File: config.mk
export PLATFORM = sky130hd
export DESIGN_NAME = adsc_dev_flat
export DESIGN_NICKNAME = d
export VERILOG_FILES = /design/src/core/adsc_pkg.sv /design/src/core/adsc_link_if.sv /design/src/core/adsc_dev.sv /design/src/flat_wrapper.sv
export SDC_FILE = /design/constraint.sdc
export NUM_CORES = 1
export LEC_CHECK = 0
export BUFFER_PORTS_ARGS = -buffer_cell sky130_fd_sc_hd__buf_2
export CORE_ASPECT_RATIO = 0.75
export CORE_MARGIN = 3
export CORE_UTILIZATION = 30
export DETAILED_ROUTE_END_ITERATION = 10
export GPL_ROUTABILITY_DRIVEN = 0
export PLACE_DENSITY = 0.55
export SLEW_MARGIN = 20
export SYNTH_ARGS = -nofsm -noshare
export SYNTH_HDL_FRONTEND = slang
export SYNTH_SLANG_ARGS = --single-unit
File: constraint.sdc
create_clock -name clk -period 2.4 [get_ports clk]
set_input_delay 0.48 -clock clk [delete_from_list [all_inputs] [get_ports clk]]
set_output_delay 0.48 -clock clk [all_outputs]
set_load 0.01 [all_outputs]
File: src/core/adsc_pkg.sv
// Shared constants and types of the dual converter sequencing control.
package adsc_pkg;
  localparam int ADSC_NMOD = 2;
  localparam int ADSC_NIN = 32;
  // ===========================================================
  // Register offsets (word index; bit 5 of the link address picks the module).
  localparam logic [4:0] OFS_CON1 = 5'h00;
  localparam logic [4:0] OFS_CON2 = 5'h01;
  localparam logic [4:0] OFS_CHSEL = 5'h02;
  localparam logic [4:0] OFS_SCANL = 5'h03;
  localparam logic [4:0] OFS_SCANH = 5'h04;
  localparam logic [4:0] OFS_PCFGL = 5'h05;
  localparam logic [4:0] OFS_PCFGH = 5'h06;
  localparam logic [4:0] OFS_STAT = 5'h07;
  localparam logic [4:0] OFS_RES = 5'h10;
  // ===========================================================
  // Field positions.
  localparam int B_ON = 15;
  localparam int B_DBO = 12;
  localparam int B_RES = 10;
  localparam int B_FMT = 8;
  localparam int B_TRG = 5;
  localparam int B_AUTO = 2;
  localparam int B_SAMPLE_CONTROL = 1;
  localparam int B_DONE = 0;
  localparam int B_SCAN = 10;
  localparam int B_CHPS = 8;
  localparam int B_PIC = 2;
  localparam int B_IRQ = 0;
  localparam int B_PTR = 4;
  localparam int B_DSZ = 8;
  localparam logic [15:0] CON1_WMASK = 16'hb7ef;
  localparam logic [15:0] CON2_WMASK = 16'he73f;
  localparam logic [2:0] TRG_MANUAL = 3'h0;
  localparam logic [2:0] TRG_AUTO = 3'h7;
  // ===========================================================
  // Timing.
  localparam int CLK_NS = 40;
  localparam int AUTO_SAMPLE_NS = 1000;
  localparam logic [7:0] SAMPLE_CONTROL_CYC = 8'((AUTO_SAMPLE_NS + CLK_NS - 1) / CLK_NS);
  // ===========================================================
  // States.
  typedef enum logic [2:0] {CV_IDLE = 3'b001, CV_SAMPLE_CONTROL = 3'b010, CV_CONV = 3'b100} adsc_cv_t;
  typedef enum logic [2:0] {HS_IDLE = 3'b001, HS_APB = 3'b010, HS_DMA = 3'b100} adsc_hs_t;
endpackage : adsc_pkg

File: src/core/adsc_link_if.sv
// Link between the register/DMA host end and the converter control end.
`timescale 1ns/1ps
interface adsc_link_if;
  logic req;
  logic wr;
  logic [5:0] addr;
  logic [15:0] wdata;
  logic ack;
  logic [15:0] rdata;
  logic [1:0] dma_req;
  logic [1:0][9:0] dma_addr;
  logic [1:0] irq_flag;
  modport dev (input req, wr, addr, wdata, output ack, rdata, dma_req, dma_addr, irq_flag);
  modport host (output req, wr, addr, wdata, input ack, rdata, dma_req, dma_addr, irq_flag);
endinterface : adsc_link_if

File: src/core/adsc_dev.sv
// Converter sequencing control: registers, sample/convert handshake, results, DMA addresses.
//
// Our own choices: the register offsets and the APB register port.
`timescale 1ns/1ps
module adsc_dev
  import adsc_pkg::*;
#(
  parameter bit HAS_DMA = 1'b1
) (
  // Clock and reset.
  input wire logic clk,
  input wire logic arst_n,
  // Register and DMA link.
  adsc_link_if.dev lk,
  // Analog core.
  output logic [1:0][3:0] sh_en,
  output logic [1:0] conv_start,
  output logic [1:0][4:0] ch0_sel,
  input wire logic [1:0] conv_done,
  input wire logic [1:0][11:0] conv_data,
  input wire logic [1:0] trig_pin,
  // Shared pins.
  input wire logic [31:0] pin_in,
  output logic [31:0] pin_digital_en,
  output logic [31:0] pin_digital_in
);
  typedef struct packed {
    adsc_cv_t st;
    logic [15:0] con1;
    logic [15:0] con2;
    logic [15:0] chsel;
    logic [15:0] scanl;
    logic [15:0] scanh;
    logic [15:0] pcfgl;
    logic [15:0] pcfgh;
    logic [2:0] dsz;
    logic irq;
    logic [3:0] ptr;
    logic [3:0] ops;
    logic [2:0] left;
    logic [4:0] ain;
    logic [4:0] sel;
    logic [7:0] cnt;
    logic [5:0] didx;
    logic [15:0][15:0] res;
    logic [3:0] sh;
    logic start;
    logic dreq;
    logic [9:0] daddr;
    logic [2:0] trg;
  } adsc_mod_t;

  typedef struct packed {
    adsc_mod_t [1:0] m;
    logic ack;
    logic [15:0] rdata;
    logic [31:0] ds1;
    logic [31:0] ds2;
    logic [31:0] den;
    logic [31:0] din;
  } adsc_dev_t;

  adsc_dev_t s;
  adsc_dev_t next_s;

  // ===========================================================
  // Helpers.
  function automatic logic [15:0] fmt(input logic [11:0] d, input logic b12,
                                      input logic [1:0] f);
    logic [15:0] r;
    r = '0;
    if (b12) begin
      unique case (f)
        2'h0: r = {4'h0, d};
        2'h1: r = {{5{~d[11]}}, d[10:0]};
        2'h2: r = {d, 4'h0};
        2'h3: r = {~d[11], d[10:0], 4'h0};
      endcase
    end else begin
      unique case (f)
        2'h0: r = {6'h00, d[9:0]};
        2'h1: r = {{7{~d[9]}}, d[8:0]};
        2'h2: r = {d[9:0], 6'h00};
        2'h3: r = {~d[9], d[8:0], 6'h00};
      endcase
    end
    return r;
  endfunction : fmt

  // Channels converted per operation; twelve-bit mode forces a single one.
  function automatic logic [2:0] nch(input adsc_mod_t c);
    if (c.con1[B_RES]) return 3'h1;
    if (c.con2[B_CHPS+1]) return 3'h4;
    return c.con2[B_CHPS] ? 3'h2 : 3'h1;
  endfunction : nch

  // Next enabled input above cur, wrapping to the lowest; first restarts the list.
  function automatic logic [4:0] next_in(input logic [31:0] l, input logic [4:0] cur,
                                         input logic first);
    logic [4:0] r;
    logic [4:0] lo;
    logic hit;
    r = cur;
    lo = cur;
    hit = 1'b0;
    for (int i = ADSC_NIN - 1; i >= 0; i--) begin
      if (l[i]) begin
        lo = 5'(i);
        if (!first && 5'(i) > cur) begin
          r = 5'(i);
          hit = 1'b1;
        end
      end
    end
    return hit ? r : lo;
  endfunction : next_in

  function automatic logic [15:0] reg_rd(input adsc_mod_t c, input logic [4:0] a);
    logic [15:0] r;
    r = '0;
    if (a[4]) begin
      r = c.res[HAS_DMA ? 4'h0 : a[3:0]];
    end else begin
      unique case (a)
        OFS_CON1: r = c.con1;
        OFS_CON2: r = c.con1[B_RES] ? (c.con2 & ~(16'h3 << B_CHPS)) : c.con2;
        OFS_CHSEL: r = c.chsel;
        OFS_SCANL: r = c.scanl;
        OFS_SCANH: r = c.scanh;
        OFS_PCFGL: r = c.pcfgl;
        OFS_PCFGH: r = c.pcfgh;
        OFS_STAT: r = {5'h00, c.dsz, c.ptr, 3'h0, c.irq};
        default: r = '0;
      endcase
    end
    return r;
  endfunction : reg_rd

  // One cycle of one module: register write, then the sequencer on top of it.
  function automatic adsc_mod_t step(input adsc_mod_t c, input logic we, input logic [4:0] a,
                                     input logic [15:0] wd, input logic cd,
                                     input logic [11:0] cdat, input logic tp);
    adsc_mod_t m;
    logic go;
    logic [3:0] slot;
    logic [5:0] dmask;
    logic [31:0] list;
    m = c;
    go = 1'b0;
    m.start = 1'b0;
    m.dreq = 1'b0;
    m.trg = {c.trg[1:0], tp};
    dmask = 6'((7'h1 << c.dsz) - 7'h1);
    list = {c.scanh, c.scanl};
    if (we) begin
      unique case (a)
        OFS_CON1: begin
          m.con1 = wd & CON1_WMASK;
          if (c.con1[B_ON]) m.con1[B_RES] = c.con1[B_RES];
          m.con1[B_DONE] = c.con1[B_DONE] & wd[B_DONE];
        end
        OFS_CON2: m.con2 = wd & CON2_WMASK;
        OFS_CHSEL: m.chsel = {11'h000, wd[4:0]};
        OFS_SCANL: m.scanl = wd;
        OFS_SCANH: m.scanh = wd;
        OFS_PCFGL: m.pcfgl = wd;
        OFS_PCFGH: m.pcfgh = wd;
        OFS_STAT: begin
          m.irq = c.irq & wd[B_IRQ];
          m.dsz = wd[B_DSZ+:3];
        end
        default: ;
      endcase
    end
    if (!m.con1[B_ON]) begin
      m.st = CV_IDLE;
      m.con1[B_SAMPLE_CONTROL] = 1'b0;
      m.ops = '0;
      m.ptr = '0;
      m.sh = '0;
      m.ain = next_in(list, c.ain, 1'b1);
    end else begin
      unique case (c.st)
        CV_IDLE: begin
          if (m.con1[B_AUTO]) m.con1[B_SAMPLE_CONTROL] = 1'b1;
          if (m.con1[B_SAMPLE_CONTROL]) begin
            m.st = CV_SAMPLE_CONTROL;
            m.cnt = '0;
          end
        end
        CV_SAMPLE_CONTROL: begin
          m.sh = 4'((5'h1 << nch(c)) - 5'h1);
          m.cnt = c.cnt + 8'h1;
          if (c.con1[B_TRG+:3] == TRG_MANUAL) go = !m.con1[B_SAMPLE_CONTROL];
          else if (c.con1[B_TRG+:3] == TRG_AUTO) go = c.cnt >= SAMPLE_CONTROL_CYC - 8'h1;
          else go = c.trg[1] & !c.trg[2];
          if (go) begin
            m.con1[B_SAMPLE_CONTROL] = 1'b0;
            m.con1[B_DONE] = 1'b0;
            m.start = 1'b1;
            m.sh = '0;
            m.left = nch(c);
            m.st = CV_CONV;
          end
        end
        CV_CONV: begin
          if (cd) begin
            // With DMA the single buffer is overwritten by every result.
            slot = HAS_DMA ? 4'h0 : c.ptr;
            m.res[slot] = fmt(cdat, c.con1[B_RES], c.con1[B_FMT+:2]);
            if (c.con1[B_DBO]) m.daddr = {6'h00, c.ptr};
            else m.daddr = 10'({5'h00, c.ain} << c.dsz) | {4'h0, c.didx & dmask};
            m.ptr = c.ptr + 4'h1;
            m.left = c.left - 3'h1;
            if (c.left == 3'h1) begin
              m.con1[B_DONE] = 1'b1;
              m.st = CV_IDLE;
              if (c.ops == c.con2[B_PIC+:4]) begin
                m.ops = '0;
                m.ptr = '0;
                m.irq = 1'b1;
                m.dreq = 1'b1;
                m.didx = (c.didx + 6'h1) & dmask;
                m.ain = next_in(list, c.ain, 1'b1);
              end else begin
                m.ops = c.ops + 4'h1;
                m.ain = next_in(list, c.ain, 1'b0);
              end
            end
          end
        end
      endcase
    end
    m.sel = m.con2[B_SCAN] ? m.ain : m.chsel[4:0];
    return m;
  endfunction : step

  // ===========================================================
  // State update.
  always_comb begin
    next_s = s;
    next_s.ack = 1'b0;
    next_s.ds1 = pin_in;
    next_s.ds2 = s.ds1;
    next_s.den = {s.m[0].pcfgh, s.m[0].pcfgl} & {s.m[1].pcfgh, s.m[1].pcfgl};
    next_s.din = s.ds2 & s.den;
    if (lk.req && !s.ack) begin
      next_s.ack = 1'b1;
      next_s.rdata = reg_rd(s.m[lk.addr[5]], lk.addr[4:0]);
    end
    for (int k = 0; k < ADSC_NMOD; k++) begin
      next_s.m[k] = step(s.m[k], lk.req && !s.ack && lk.wr && lk.addr[5] == 1'(k),
                         lk.addr[4:0], lk.wdata, conv_done[k], conv_data[k], trig_pin[k]);
    end
  end

  always_ff @(posedge clk or negedge arst_n) begin
    if (!arst_n) begin
      s <= '0;
      s.m[0].st <= CV_IDLE;
      s.m[1].st <= CV_IDLE;
    end else begin
      s <= next_s;
    end
  end

  // ===========================================================
  // Outputs.
  assign lk.ack = s.ack;
  assign lk.rdata = s.rdata;
  assign pin_digital_en = s.den;
  assign pin_digital_in = s.din;
  for (genvar k = 0; k < ADSC_NMOD; k++) begin : g_out
    assign sh_en[k] = s.m[k].sh;
    assign conv_start[k] = s.m[k].start;
    assign ch0_sel[k] = s.m[k].sel;
    assign lk.dma_req[k] = s.m[k].dreq;
    assign lk.dma_addr[k] = s.m[k].daddr;
    assign lk.irq_flag[k] = s.m[k].irq;
  end
endmodule : adsc_dev

File: src/flat_wrapper.sv
// flat-port wrapper written by rule: the top's interface ports become plain ports
module adsc_dev_flat import adsc_pkg::*;
#(
  parameter bit HAS_DMA = 1'b1
)
  (clk, arst_n, sh_en, conv_start, ch0_sel, conv_done, conv_data, trig_pin, pin_in, pin_digital_en, pin_digital_in, lk_req, lk_wr, lk_addr, lk_wdata, lk_ack, lk_rdata, lk_dma_req, lk_dma_addr, lk_irq_flag);
  adsc_link_if lk_i ();
  input wire logic clk;
  input wire logic arst_n;
  output logic [1:0][3:0] sh_en;
  output logic [1:0] conv_start;
  output logic [1:0][4:0] ch0_sel;
  input wire logic [1:0] conv_done;
  input wire logic [1:0][11:0] conv_data;
  input wire logic [1:0] trig_pin;
  input wire logic [31:0] pin_in;
  output logic [31:0] pin_digital_en;
  output logic [31:0] pin_digital_in;
  input wire logic [$bits(lk_i.req)-1:0] lk_req;
  input wire logic [$bits(lk_i.wr)-1:0] lk_wr;
  input wire logic [$bits(lk_i.addr)-1:0] lk_addr;
  input wire logic [$bits(lk_i.wdata)-1:0] lk_wdata;
  output wire logic [$bits(lk_i.ack)-1:0] lk_ack;
  output wire logic [$bits(lk_i.rdata)-1:0] lk_rdata;
  output wire logic [$bits(lk_i.dma_req)-1:0] lk_dma_req;
  output wire logic [$bits(lk_i.dma_addr)-1:0] lk_dma_addr;
  output wire logic [$bits(lk_i.irq_flag)-1:0] lk_irq_flag;
  assign lk_i.req = lk_req;
  assign lk_i.wr = lk_wr;
  assign lk_i.addr = lk_addr;
  assign lk_i.wdata = lk_wdata;
  assign lk_ack = lk_i.ack;
  assign lk_rdata = lk_i.rdata;
  assign lk_dma_req = lk_i.dma_req;
  assign lk_dma_addr = lk_i.dma_addr;
  assign lk_irq_flag = lk_i.irq_flag;
  adsc_dev #(.HAS_DMA(HAS_DMA)) u_core (.clk(clk), .arst_n(arst_n), .lk(lk_i), .sh_en(sh_en), .conv_start(conv_start), .ch0_sel(ch0_sel), .conv_done(conv_done), .conv_data(conv_data), .trig_pin(trig_pin), .pin_in(pin_in), .pin_digital_en(pin_digital_en), .pin_digital_in(pin_digital_in));
endmodule
==> results of run 1 <==
[power groups by stage]
stage                     clock, mW  combinational, mW  sequential [mW]
after floorplan                   0               3.22             9.00
after global placement            0               5.49             9.39
after detailed placement          0               5.54             9.41
after CTS                      8.95               6.25             9.18
after global routing           9.32               7.44             9.20
final                          8.77               6.99             9.17
[critical path, stage by stage, from the launching register on]
cell and delay [ps]:
dfrtp_2 440, buf_4 150, buf_4 140, or4b_4 510, o221ai_4 80, or4b_4 210
nor3_4 50, a221oi_4 310, nor4b_2 110, a221o_1 330, mux2_2 260
[placed cells by master (no fill, tap or decap), drive strengths merged, types with 17 or more instances in the layout]
master       count
nor3            48
o21ai          147
nor2b           23
mux2i           63
xor2            19
dlygate4sd3     35
nand2          217
clkbuf          72
o22ai           21
a21oi          101
nand3           49
and3            19
nand4           24
and2            71
o31ai           29
o221ai          17
a221oi          21
inv             51
mux2           222
nand2b          28
ha              17
buf            640
dfrtp          485
a22oi           34
nor2           140
a22o            17
a31oi           22
[path summary, 6_finish.rpt]
kind,startpoint,endpoint,slack [ps],depth (start not counted)
max,u_core.s[443],u_core.ch0_sel[2],-310,10
min,conv_data[3],u_core.s[167],160,3
max reg2reg,u_core.s[443],u_core.ch0_sel[2],-310,10
min reg2reg,u_core.next_s[93],u_core.s[93],340,0
max in group asynchronous,arst_n,u_core.pin_digital_en[16],1150,4
min in group asynchronous,arst_n,u_core.lk.rdata[12],350,2
[sequential cells by signal, summed over array words and instances, names as in the netlist]
register / count
u_core.ch0_sel: 10
u_core.conv_start: 2
u_core.lk.ack: 1
u_core.lk.dma_addr: 20
u_core.lk.dma_req: 2
u_core.lk.irq_flag: 2
u_core.lk.rdata: 16
u_core.next_s: 36
u_core.pin_digital_en: 32
u_core.pin_digital_in: 32
u_core.s: 326
u_core.sh_en: 8
[repair_timing]
item | in CTS | in global routing
pin swaps | 36 | 55
hold buffers | 35 | 0
endpoints found under the setup margin | 99 | 70
setup buffers | 36 | 41
hold endpoints to repair | 59 | 0
gates cloned | 0 | 2
resized for setup | 76 | 91
[area by class of cell]
| type | count | area (µm²) |
|---|---|---|
| fillers | 7810 | 48800 |
| flip-flops and latches | 487 | 12200 |
| multi-input cells | 1580 | 11500 |
| repair buffers | 678 | 5150 |
| clock buffers | 69 | 1480 |
| well taps | 1058 | 1320 |
| clock inverters | 26 | 362 |
| inverters | 49 | 184 |
| diodes | 4 | 10.0 |
[stage by stage]
stage | power (mW) | utilization [%] | hold WS, ps
after detailed placement | 15.0 | 35.5 | 335
after global placement | 14.9 | 35.5 | 332
final | 24.9 | 39.8 | 164
after floorplan | 12.2 | - | 184
after CTS | 24.4 | 38.9 | 137
after global routing | 26.0 | 39.8 | 159
[metal layers]
| layer | vias to the layer above | GRT usage [%] |
|---|---|---|
| met5 | - | 0 |
| met4 | 2 | 6.55 |
| met3 | 164 | 3.64 |
| met2 | 963 | 31.0 |
| met1 | 10721 | 29.9 |
| li1 | 9436 | - |
[cells by family (layout without fill, tap and decap cells)]
kind of cell / after synthesis / count (layout)
AOI/OAI and AO/OA: 547 / 547
DFF: 487 / 487
and+or+nand+nor: 704 / 704
adders and majority gates: 17 / 17
other: 1 / 6
muxes: 287 / 287
xor gates and xnor gates: 23 / 23
buffers and inverters: 311 / 822
==> results by stage, run 1 <==
Status:
- The flow ran to the end, but the final reports show violations.
- The final reports fail on negative setup slack.

Setup path:
- STA classifies the critical path startpoint as a flip-flop.
- Along the worst path, the maximum fanout reaches 4.
- The classification of the worst setup path is flip-flop to flip-flop.
- For the worst setup path, the data required time is around 2900 ps.
- STA classifies the critical path endpoint as a flip-flop.
- The data arrival at the endpoint of the critical path is 3200 ps.

STA:
- The count of final hold-check violations came to 0.
- Setup repair after global routing could not meet its margin everywhere.
- Setup violations remaining at the end of the flow were counted as 27.
- In this run the tightest slew margin relative to its limit is 48.2%.
- The final period demand of the worst path is 2710 ps.
- For the pin with the worst max-slew slack, the measured transition is 775 ps.
- The count of final max-slew check failures is 0.
- On the final layout, the worst clock skew is 14.0 ps.
- The final critical-path share of the clock period is 113%.
- For this run, the top clock speed supported by timing is approximately 370 MHz.
- The post-route worst setup slack is -314 ps.
- After routing, the total negative slack on setup checks comes to -3720 ps.

Synthesis:
- In this run the mean area of a mapped cell was 10.4 µm².
- The leading area contributor after synthesis is dfrtp_1.
- The arithmetic-cell share of the synthesized area counting full adders, half adders and majority gates is less than 1%.
- The area fraction in and, or, nand and nor cells after synthesis is 14.5%.
- For this run, the register share of the synthesized area comes to 49.2%.
- The share of synthesized area in the top cell type comes to 49.0%.
- The number of enable-type register cells in the synthesized netlist is 0.
- The most frequent cell after synthesis is dfrtp_1.
- The count of mapped cells out of synthesis is around 2400.
- After synthesis the netlist holds a flip-flop and latch count of 487.
- Summing the areas of all compound-gate instances in the mapped netlist gives 14.9% of the synthesized area.
- The dominant combinational cell family by area after synthesis is compound AO/OA/AOI/OAI gates.
- The flip-flop cell with the highest count after synthesis is dfrtp_1.
- The parity-gate share of the synthesized area counting xor and xnor cells is 0.813%.
- The post-synthesis instance area is 24800 µm².
- Sorting the synthesized cells by area gives the leading types as dfrtp_1 49%, mux2_2 10%, buf_4 4.2%.
- Yosys printed 0 warnings.
- By count the netlist is led by 485 x dfrtp_1, 222 x mux2_2, 217 x nand2_1.
- The netlist uses 98 different library cells.
- The proportion of synthesized area in mux cells is 12.8%.
- The share of synthesized registers carrying an async set or reset is 100%.

Clock network:
- TritonCTS built the clock tree.
- The buffer type at the clock tree root is clkbuf_16.
- The total clock buffers created by CTS is 52.
- The CTS clock-pin slew for the worst setup and hold paths is 60 ps.
- The clock passes through at most 3 buffers.
- Counting every sink on the clock net gives 487.
- The insertion delay to the later sink of the worst-skew pair is approximately 600 ps.
- The number of H-tree levels is 2.

GRT:
- The number of antenna violations at the first check in global routing is 9.
- The global-route wire length before repair is 134000 µm.
- The via count of the first global-routing pass is 20578.
- In the global route stage, overall resource usage came out at 20.5%.
- The overflow left after global routing is 0.
- Entering global routing, the biggest net connects 96 pins.

Routing:
- In this run the remaining antenna-violating nets after routing total 0.
- The vias per cell is 5.39.
- The wire length on met3 is 7780 µm.
- The number of DRC markers in iteration 0 is approximately 2400.
- The overall routed net length is 90700 µm.
- For this run, the detailed router's first-pass iteration total came to 5.
- After detailed routing, the wire length on met1 is 40600 µm.
- In the routed design, unresolved DRC markers number 0.
- Dividing the detail-routed wire length by the instance count gives 22.9 µm.
- The total met2 wirelength after detailed routing is 39300 µm.
- In this run the top signal layer used is met5.
- The routed layout has 21286 vias.

Cells and area:
- The number of nets in the layout is 2951.
- The signed area change from the synthesized netlist to the final layout is 30.2%.
- The finished cells cover ~32000 µm².
- Leaving out filler cells and counting taps, the final layout contains 3951.
- The fraction of final layout cells with drive strength greater than 1 is 37.8%.

Power and ir drop:
- The relative contribution of combinational cells to total power is 28.0%.
- The proportion of power drawn by flip-flops and latches is 36.8%.
- Summed over all cells, the static leakage comes to 15.4 nW.
- The clock group share of total power is 35.2%.
- Power spread over the standard cell area amounts to 773 nW/µm².
- The net switching power is slightly below 8 mW.
- The total internal power is about 17 mW.
- The maximum vdd drop is 514 µV.
- In this run switching power makes up 31.3% of total power.

Place:
- The number of cells after detailed placement is between 3000 and 4000.
- Once detailed placement completed, the half-perimeter wirelength came to 67100 µm.
- OpenSTA, run right after detailed placement, puts the worst setup slack at -534 ps.
- After detailed placement, the total cell area comes to 28800 µm².
- The count of buffers added on input and output ports is 210.

Floorplan:
- The starting density of the core is between 30% and 40%.
- The initialized floorplan defines 90 standard-cell rows.
- The number of I/O pins is 211.
- The floorplan step defined a die boundary enclosing 86100 µm².
- After floorplanning, the core was sized to cover between 80000 and 90000 µm².
- The floorplan step set the die height to 255 µm.
- The chip width is between 300 and 400 µm.

Flow run:
- The tool flagged a number of max-cap violations equal to 0.

Hold path:
- The path class of the tightest hold or removal check is input port to flip-flop.
Power figures use the tool's default switching activity.
==> inputs of run 2 (changes only) <==
--- a/config.mk
+++ b/config.mk
@@ -6,12 +6,14 @@
 export NUM_CORES = 1
 export LEC_CHECK = 0
 export BUFFER_PORTS_ARGS = -buffer_cell sky130_fd_sc_hd__buf_2
+export CELL_PAD_IN_SITES_DETAIL_PLACEMENT = 0
+export CELL_PAD_IN_SITES_GLOBAL_PLACEMENT = 1
 export CORE_ASPECT_RATIO = 0.75
 export CORE_MARGIN = 3
 export CORE_UTILIZATION = 30
 export DETAILED_ROUTE_END_ITERATION = 10
 export GPL_ROUTABILITY_DRIVEN = 0
-export PLACE_DENSITY = 0.55
+export PLACE_DENSITY = 0.65
 export SLEW_MARGIN = 20
 export SYNTH_ARGS = -nofsm -noshare
 export SYNTH_HDL_FRONTEND = slang
==> run 2 against run 1 <==
Effect of this change:
- the flow still finishes with violations (negative setup slack)
- non-clock buffer count up 8
- power is 4.0% higher
- die area unchanged
- sequential power fell by 0.7%
- final area rose by 0.31%
- first-iteration DRC count fell by 4.4%
- critical path depth is 3 higher
- clock skew increased by 6.9 ps
- global-route usage grew 0.60 points
- critical endpoint is now u_core.ch0_sel[8]
- largest power group unchanged
- highest routed layer is now met4
==> results by stage, run 2 (same netlist as run 1, synthesis figures left out) <==
Power and ir drop:
- The maximum vdd drop was 555 µV (+7.9%).
- The switching part of the total power was 32.3% (+0.95 points).
- The static power due to leakage is 15.4 nW (+0.47%).
- The total internal power is 17.6 mW (+2.6%).
- The relative contribution of combinational cells to total power is 30.4% (+2.4 points).
- The proportion of power drawn by flip-flops and latches is 35.1% (-1.7 points).
- The power per cell area was 801 nW/µm² (+3.7%).
- The clock group share of total power was 34.5% (-0.7 points).
- The net switching power is 8.36 mW (+7.1%).
- The overall power is 25.9 mW (+4.0%).

Status:
- The final reports fail on negative setup slack.
- The run finished, with violations left.

STA:
- The worst clock skew is 20.9 ps (+6.95 ps).
- The count of final max-slew check failures is 0 (unchanged).
- The final critical-path share of the clock period is 112% (-0.98 points).
- The highest attainable clock frequency is 372 MHz (+0.87%).
- The number of failing setup endpoints in the final timing report is 20 (-26%).
- The count of final hold-check violations came to 0 (unchanged).
- The post-route worst setup slack was -290 ps (+23.4 ps).
- The remaining max-slew budget at the tightest pin is 51.8% (+3.6 points).
- The final period demand of the worst path is 2690 ps (-23.4 ps).
- Setup repair after global routing could not meet its margin everywhere.
- The slew at the pin with the worst max-slew slack is 722 ps (-53.1 ps).

Floorplan:
- The die outline area is 86100 µm² (unchanged).
- The chip width is 338 µm (unchanged).
- The area of the core is 81100 µm² (unchanged).
- The starting density of the core was 30.6% (unchanged).
- The floorplan die height is 255 µm (unchanged).
- The number of I/O pins was 211 (unchanged).
- The total number of placement rows is 90 (unchanged).

Setup path:
- The data arrival at the endpoint of the critical path is 3190 ps (about the same).
- The endpoint type of the worst setup path is a flip-flop.
- The largest fanout on the critical path is 4 (unchanged).
- The critical path is of the flip-flop to flip-flop type.
- The worst setup slack for register-to-register paths came to -290 ps (+20 ps).
- The kind of start point of the critical path is a flip-flop.
- The worst endpoint required time came to 2900 ps (about the same).

Routing:
- The detailed-route DRC error count is 0 (unchanged).
- The post-detailed-route count of antenna-violating nets is 0 (unchanged).
- The overall routed net length was 93500 µm (+3.1%).
- The number of DRC markers in iteration 0 is 2262 (-4.4%).
- The number of detailed-route iterations in the first pass was 6 (+1).
- The via count is 21189 (-0.46%).
- The vias per cell was 5.35 (-0.71%).
- The post-detailed-route wirelength per cell is 23.6 µm (+2.8%).

GRT:
- The via count of the first global-routing pass is 20780 (+0.98%).
- The number of antenna violations at the first check in global routing came to 9 (unchanged).
- The combined global-route utilization of all metal layers is 21.2% (+0.60 points).
- The pin count of the biggest net entering global routing is 83 (-14%).
- The overflow left after global routing is 0 (unchanged).
- The global-route wire length before repair is 136000 µm (+1.8%).

Flow run:
- The max-capacitance violation count is 0 (unchanged).

Place:
- The detailed-placement wirelength estimate is 68300 µm (+1.9%).
- The number of cells after detailed placement is 3759 (+0.53%).
- The worst setup slack after placement is -434 ps (+101 ps).
- The quantity of I/O buffers inserted on ports is 210 (unchanged).
- The total cell area at the placement stage was 28900 µm² (+0.30%).

Clock network:
- The insertion delay to the later sink of the worst-skew pair was 620 ps (about the same).
- The clock sink total was 487 (unchanged).
- The number of buffers between clock root and the deepest sink was 3 (unchanged).
- The total clock buffers created by CTS was 53 (+1.9%).
- The buffer type at the clock tree root is clkbuf_16.
- The CTS clock-pin slew for the worst setup and hold paths is 60 ps (about the same).
- The number of H-tree levels was 2 (unchanged).
- The clock tree from TritonCTS is done.

Cells and area:
- The total area of sequential cells is 12200 µm² (about the same).
- The area growth from synthesis to layout is 30.6%.
- The most common library cell in the layout ignoring fill and taps is dfrtp_1.
- The final non-filler cell total was 3961 (+0.25%).
- The number of flip-flops under the largest register name is 326 (unchanged).
- The number of nets in the layout is 2960 (+0.30%).
- The fill cell total of the finished layout was 7835 (+0.32%).
- The top cell types in the final layout, fill and taps aside, are 477 x dfrtp_1, 390 x buf_4, 215 x mux2_2, 212 x nand2_1, 210 x buf_2.
- The area taken by multi-input logic gates is 11500 µm² (about the same).
- The fraction of final layout cells with drive strength greater than 1 is 38.4% (+0.60 points).
- Ranked by flip-flop count, first place goes to u_core.s.
- The area of all placed cells without fillers is 32400 µm² (+0.31%).

Hold path:
- The tightest min-delay check is of the input port to flip-flop type.
==> run 2: cell types whose count changed in the layout (fill, tap and decap cells not counted), moves of 3 or more <==
cell | before | now
o21ai_0 | 119 | 126
buf_12 | 30 | 27
nor2b_1 | 23 | 20
o21ai_1 | 18 | 13
nand2_2 | 1 | 4
nor2b_2 | 0 | 3
buf_4 | 381 | 390
==> run 2: layer usage <==
metal	global-route usage [%]	share of wire [%]	vias up
met2	30.1	41	997
li1	-	-	9431
met3	6.20	11	150
met1	31.1	45	10611
met4	5.60	2.6	0
met5	0	0	-
==> run 2: power by group through the flow <==
stage | clock network, mW | logic, mW | registers [mW]
final | 8.93 | 7.88 | 9.11
after global routing | 9.51 | 8.33 | 9.15
after CTS | 9.14 | 7.21 | 9.08
after detailed placement | 0 | 6.01 | 9.34
after global placement | 0 | 5.95 | 9.32
after floorplan | 0 | 3.22 | 9.00
==> run 2: worst paths after layout <==
path	cells past startpoint	to	from
hold / removal	3	u_core.s[596]	conv_data[15]
hold reg to reg	0	u_core.s[72]	u_core.next_s[72]
setup reg to reg	13	u_core.ch0_sel[8]	u_core.s[869]
setup / recovery	13	u_core.ch0_sel[8]	u_core.s[869]
min in group asynchronous	2	u_core.lk.dma_addr[15]	arst_n
max in group asynchronous	3	u_core.s[540]	arst_n
==> run 2: worst max-delay path, stage by stage (launching register included) <==
cell and delay, ps:
dfrtp_2 460, buf_12 160, buf_6 110, o2111ai_2 110
a222oi_1 250, nand4_1 140, buf_4 180, nor4b_4 320
buf_4 190, buf_6 90, a2111oi_4 60, a22oi_2 130
nand2_1 90, mux2_4 260
==> run 2: through the flow <==
step	hold slack [ps]	utilization (%)	TNS [ps]
after detailed placement	335	35.6	-28210
after floorplan	184	-	-11.3
final	153	39.9	-3600
after CTS	117	39.2	-1840
after global placement	332	35.6	-25920
after global routing	156	39.9	-6150
==> run 2: cell type report <==
| type | instances | area share, % |
|---|---|---|
| flip-flops and latches | 487 | 37.7 |
| multi-input cells | 1580 | 35.7 |
| repair buffers | 686 | 16.1 |
| clock buffers | 73 | 4.77 |
| well taps | 1058 | 4.09 |
| clock inverters | 26 | 1.07 |
| inverters | 49 | 0.569 |
| diodes | 2 | 0.0155 |
==> run 2: repair_timing <==
item / CTS / global route
gates resized for setup: 88 / 90
hold buffers: 35 / 0
setup buffers: 43 / 23
cloned: 2 / 2
endpoints found under the hold margin: 72 / 0
pin swaps: 35 / 54
setup endpoints to repair: 74 / 85
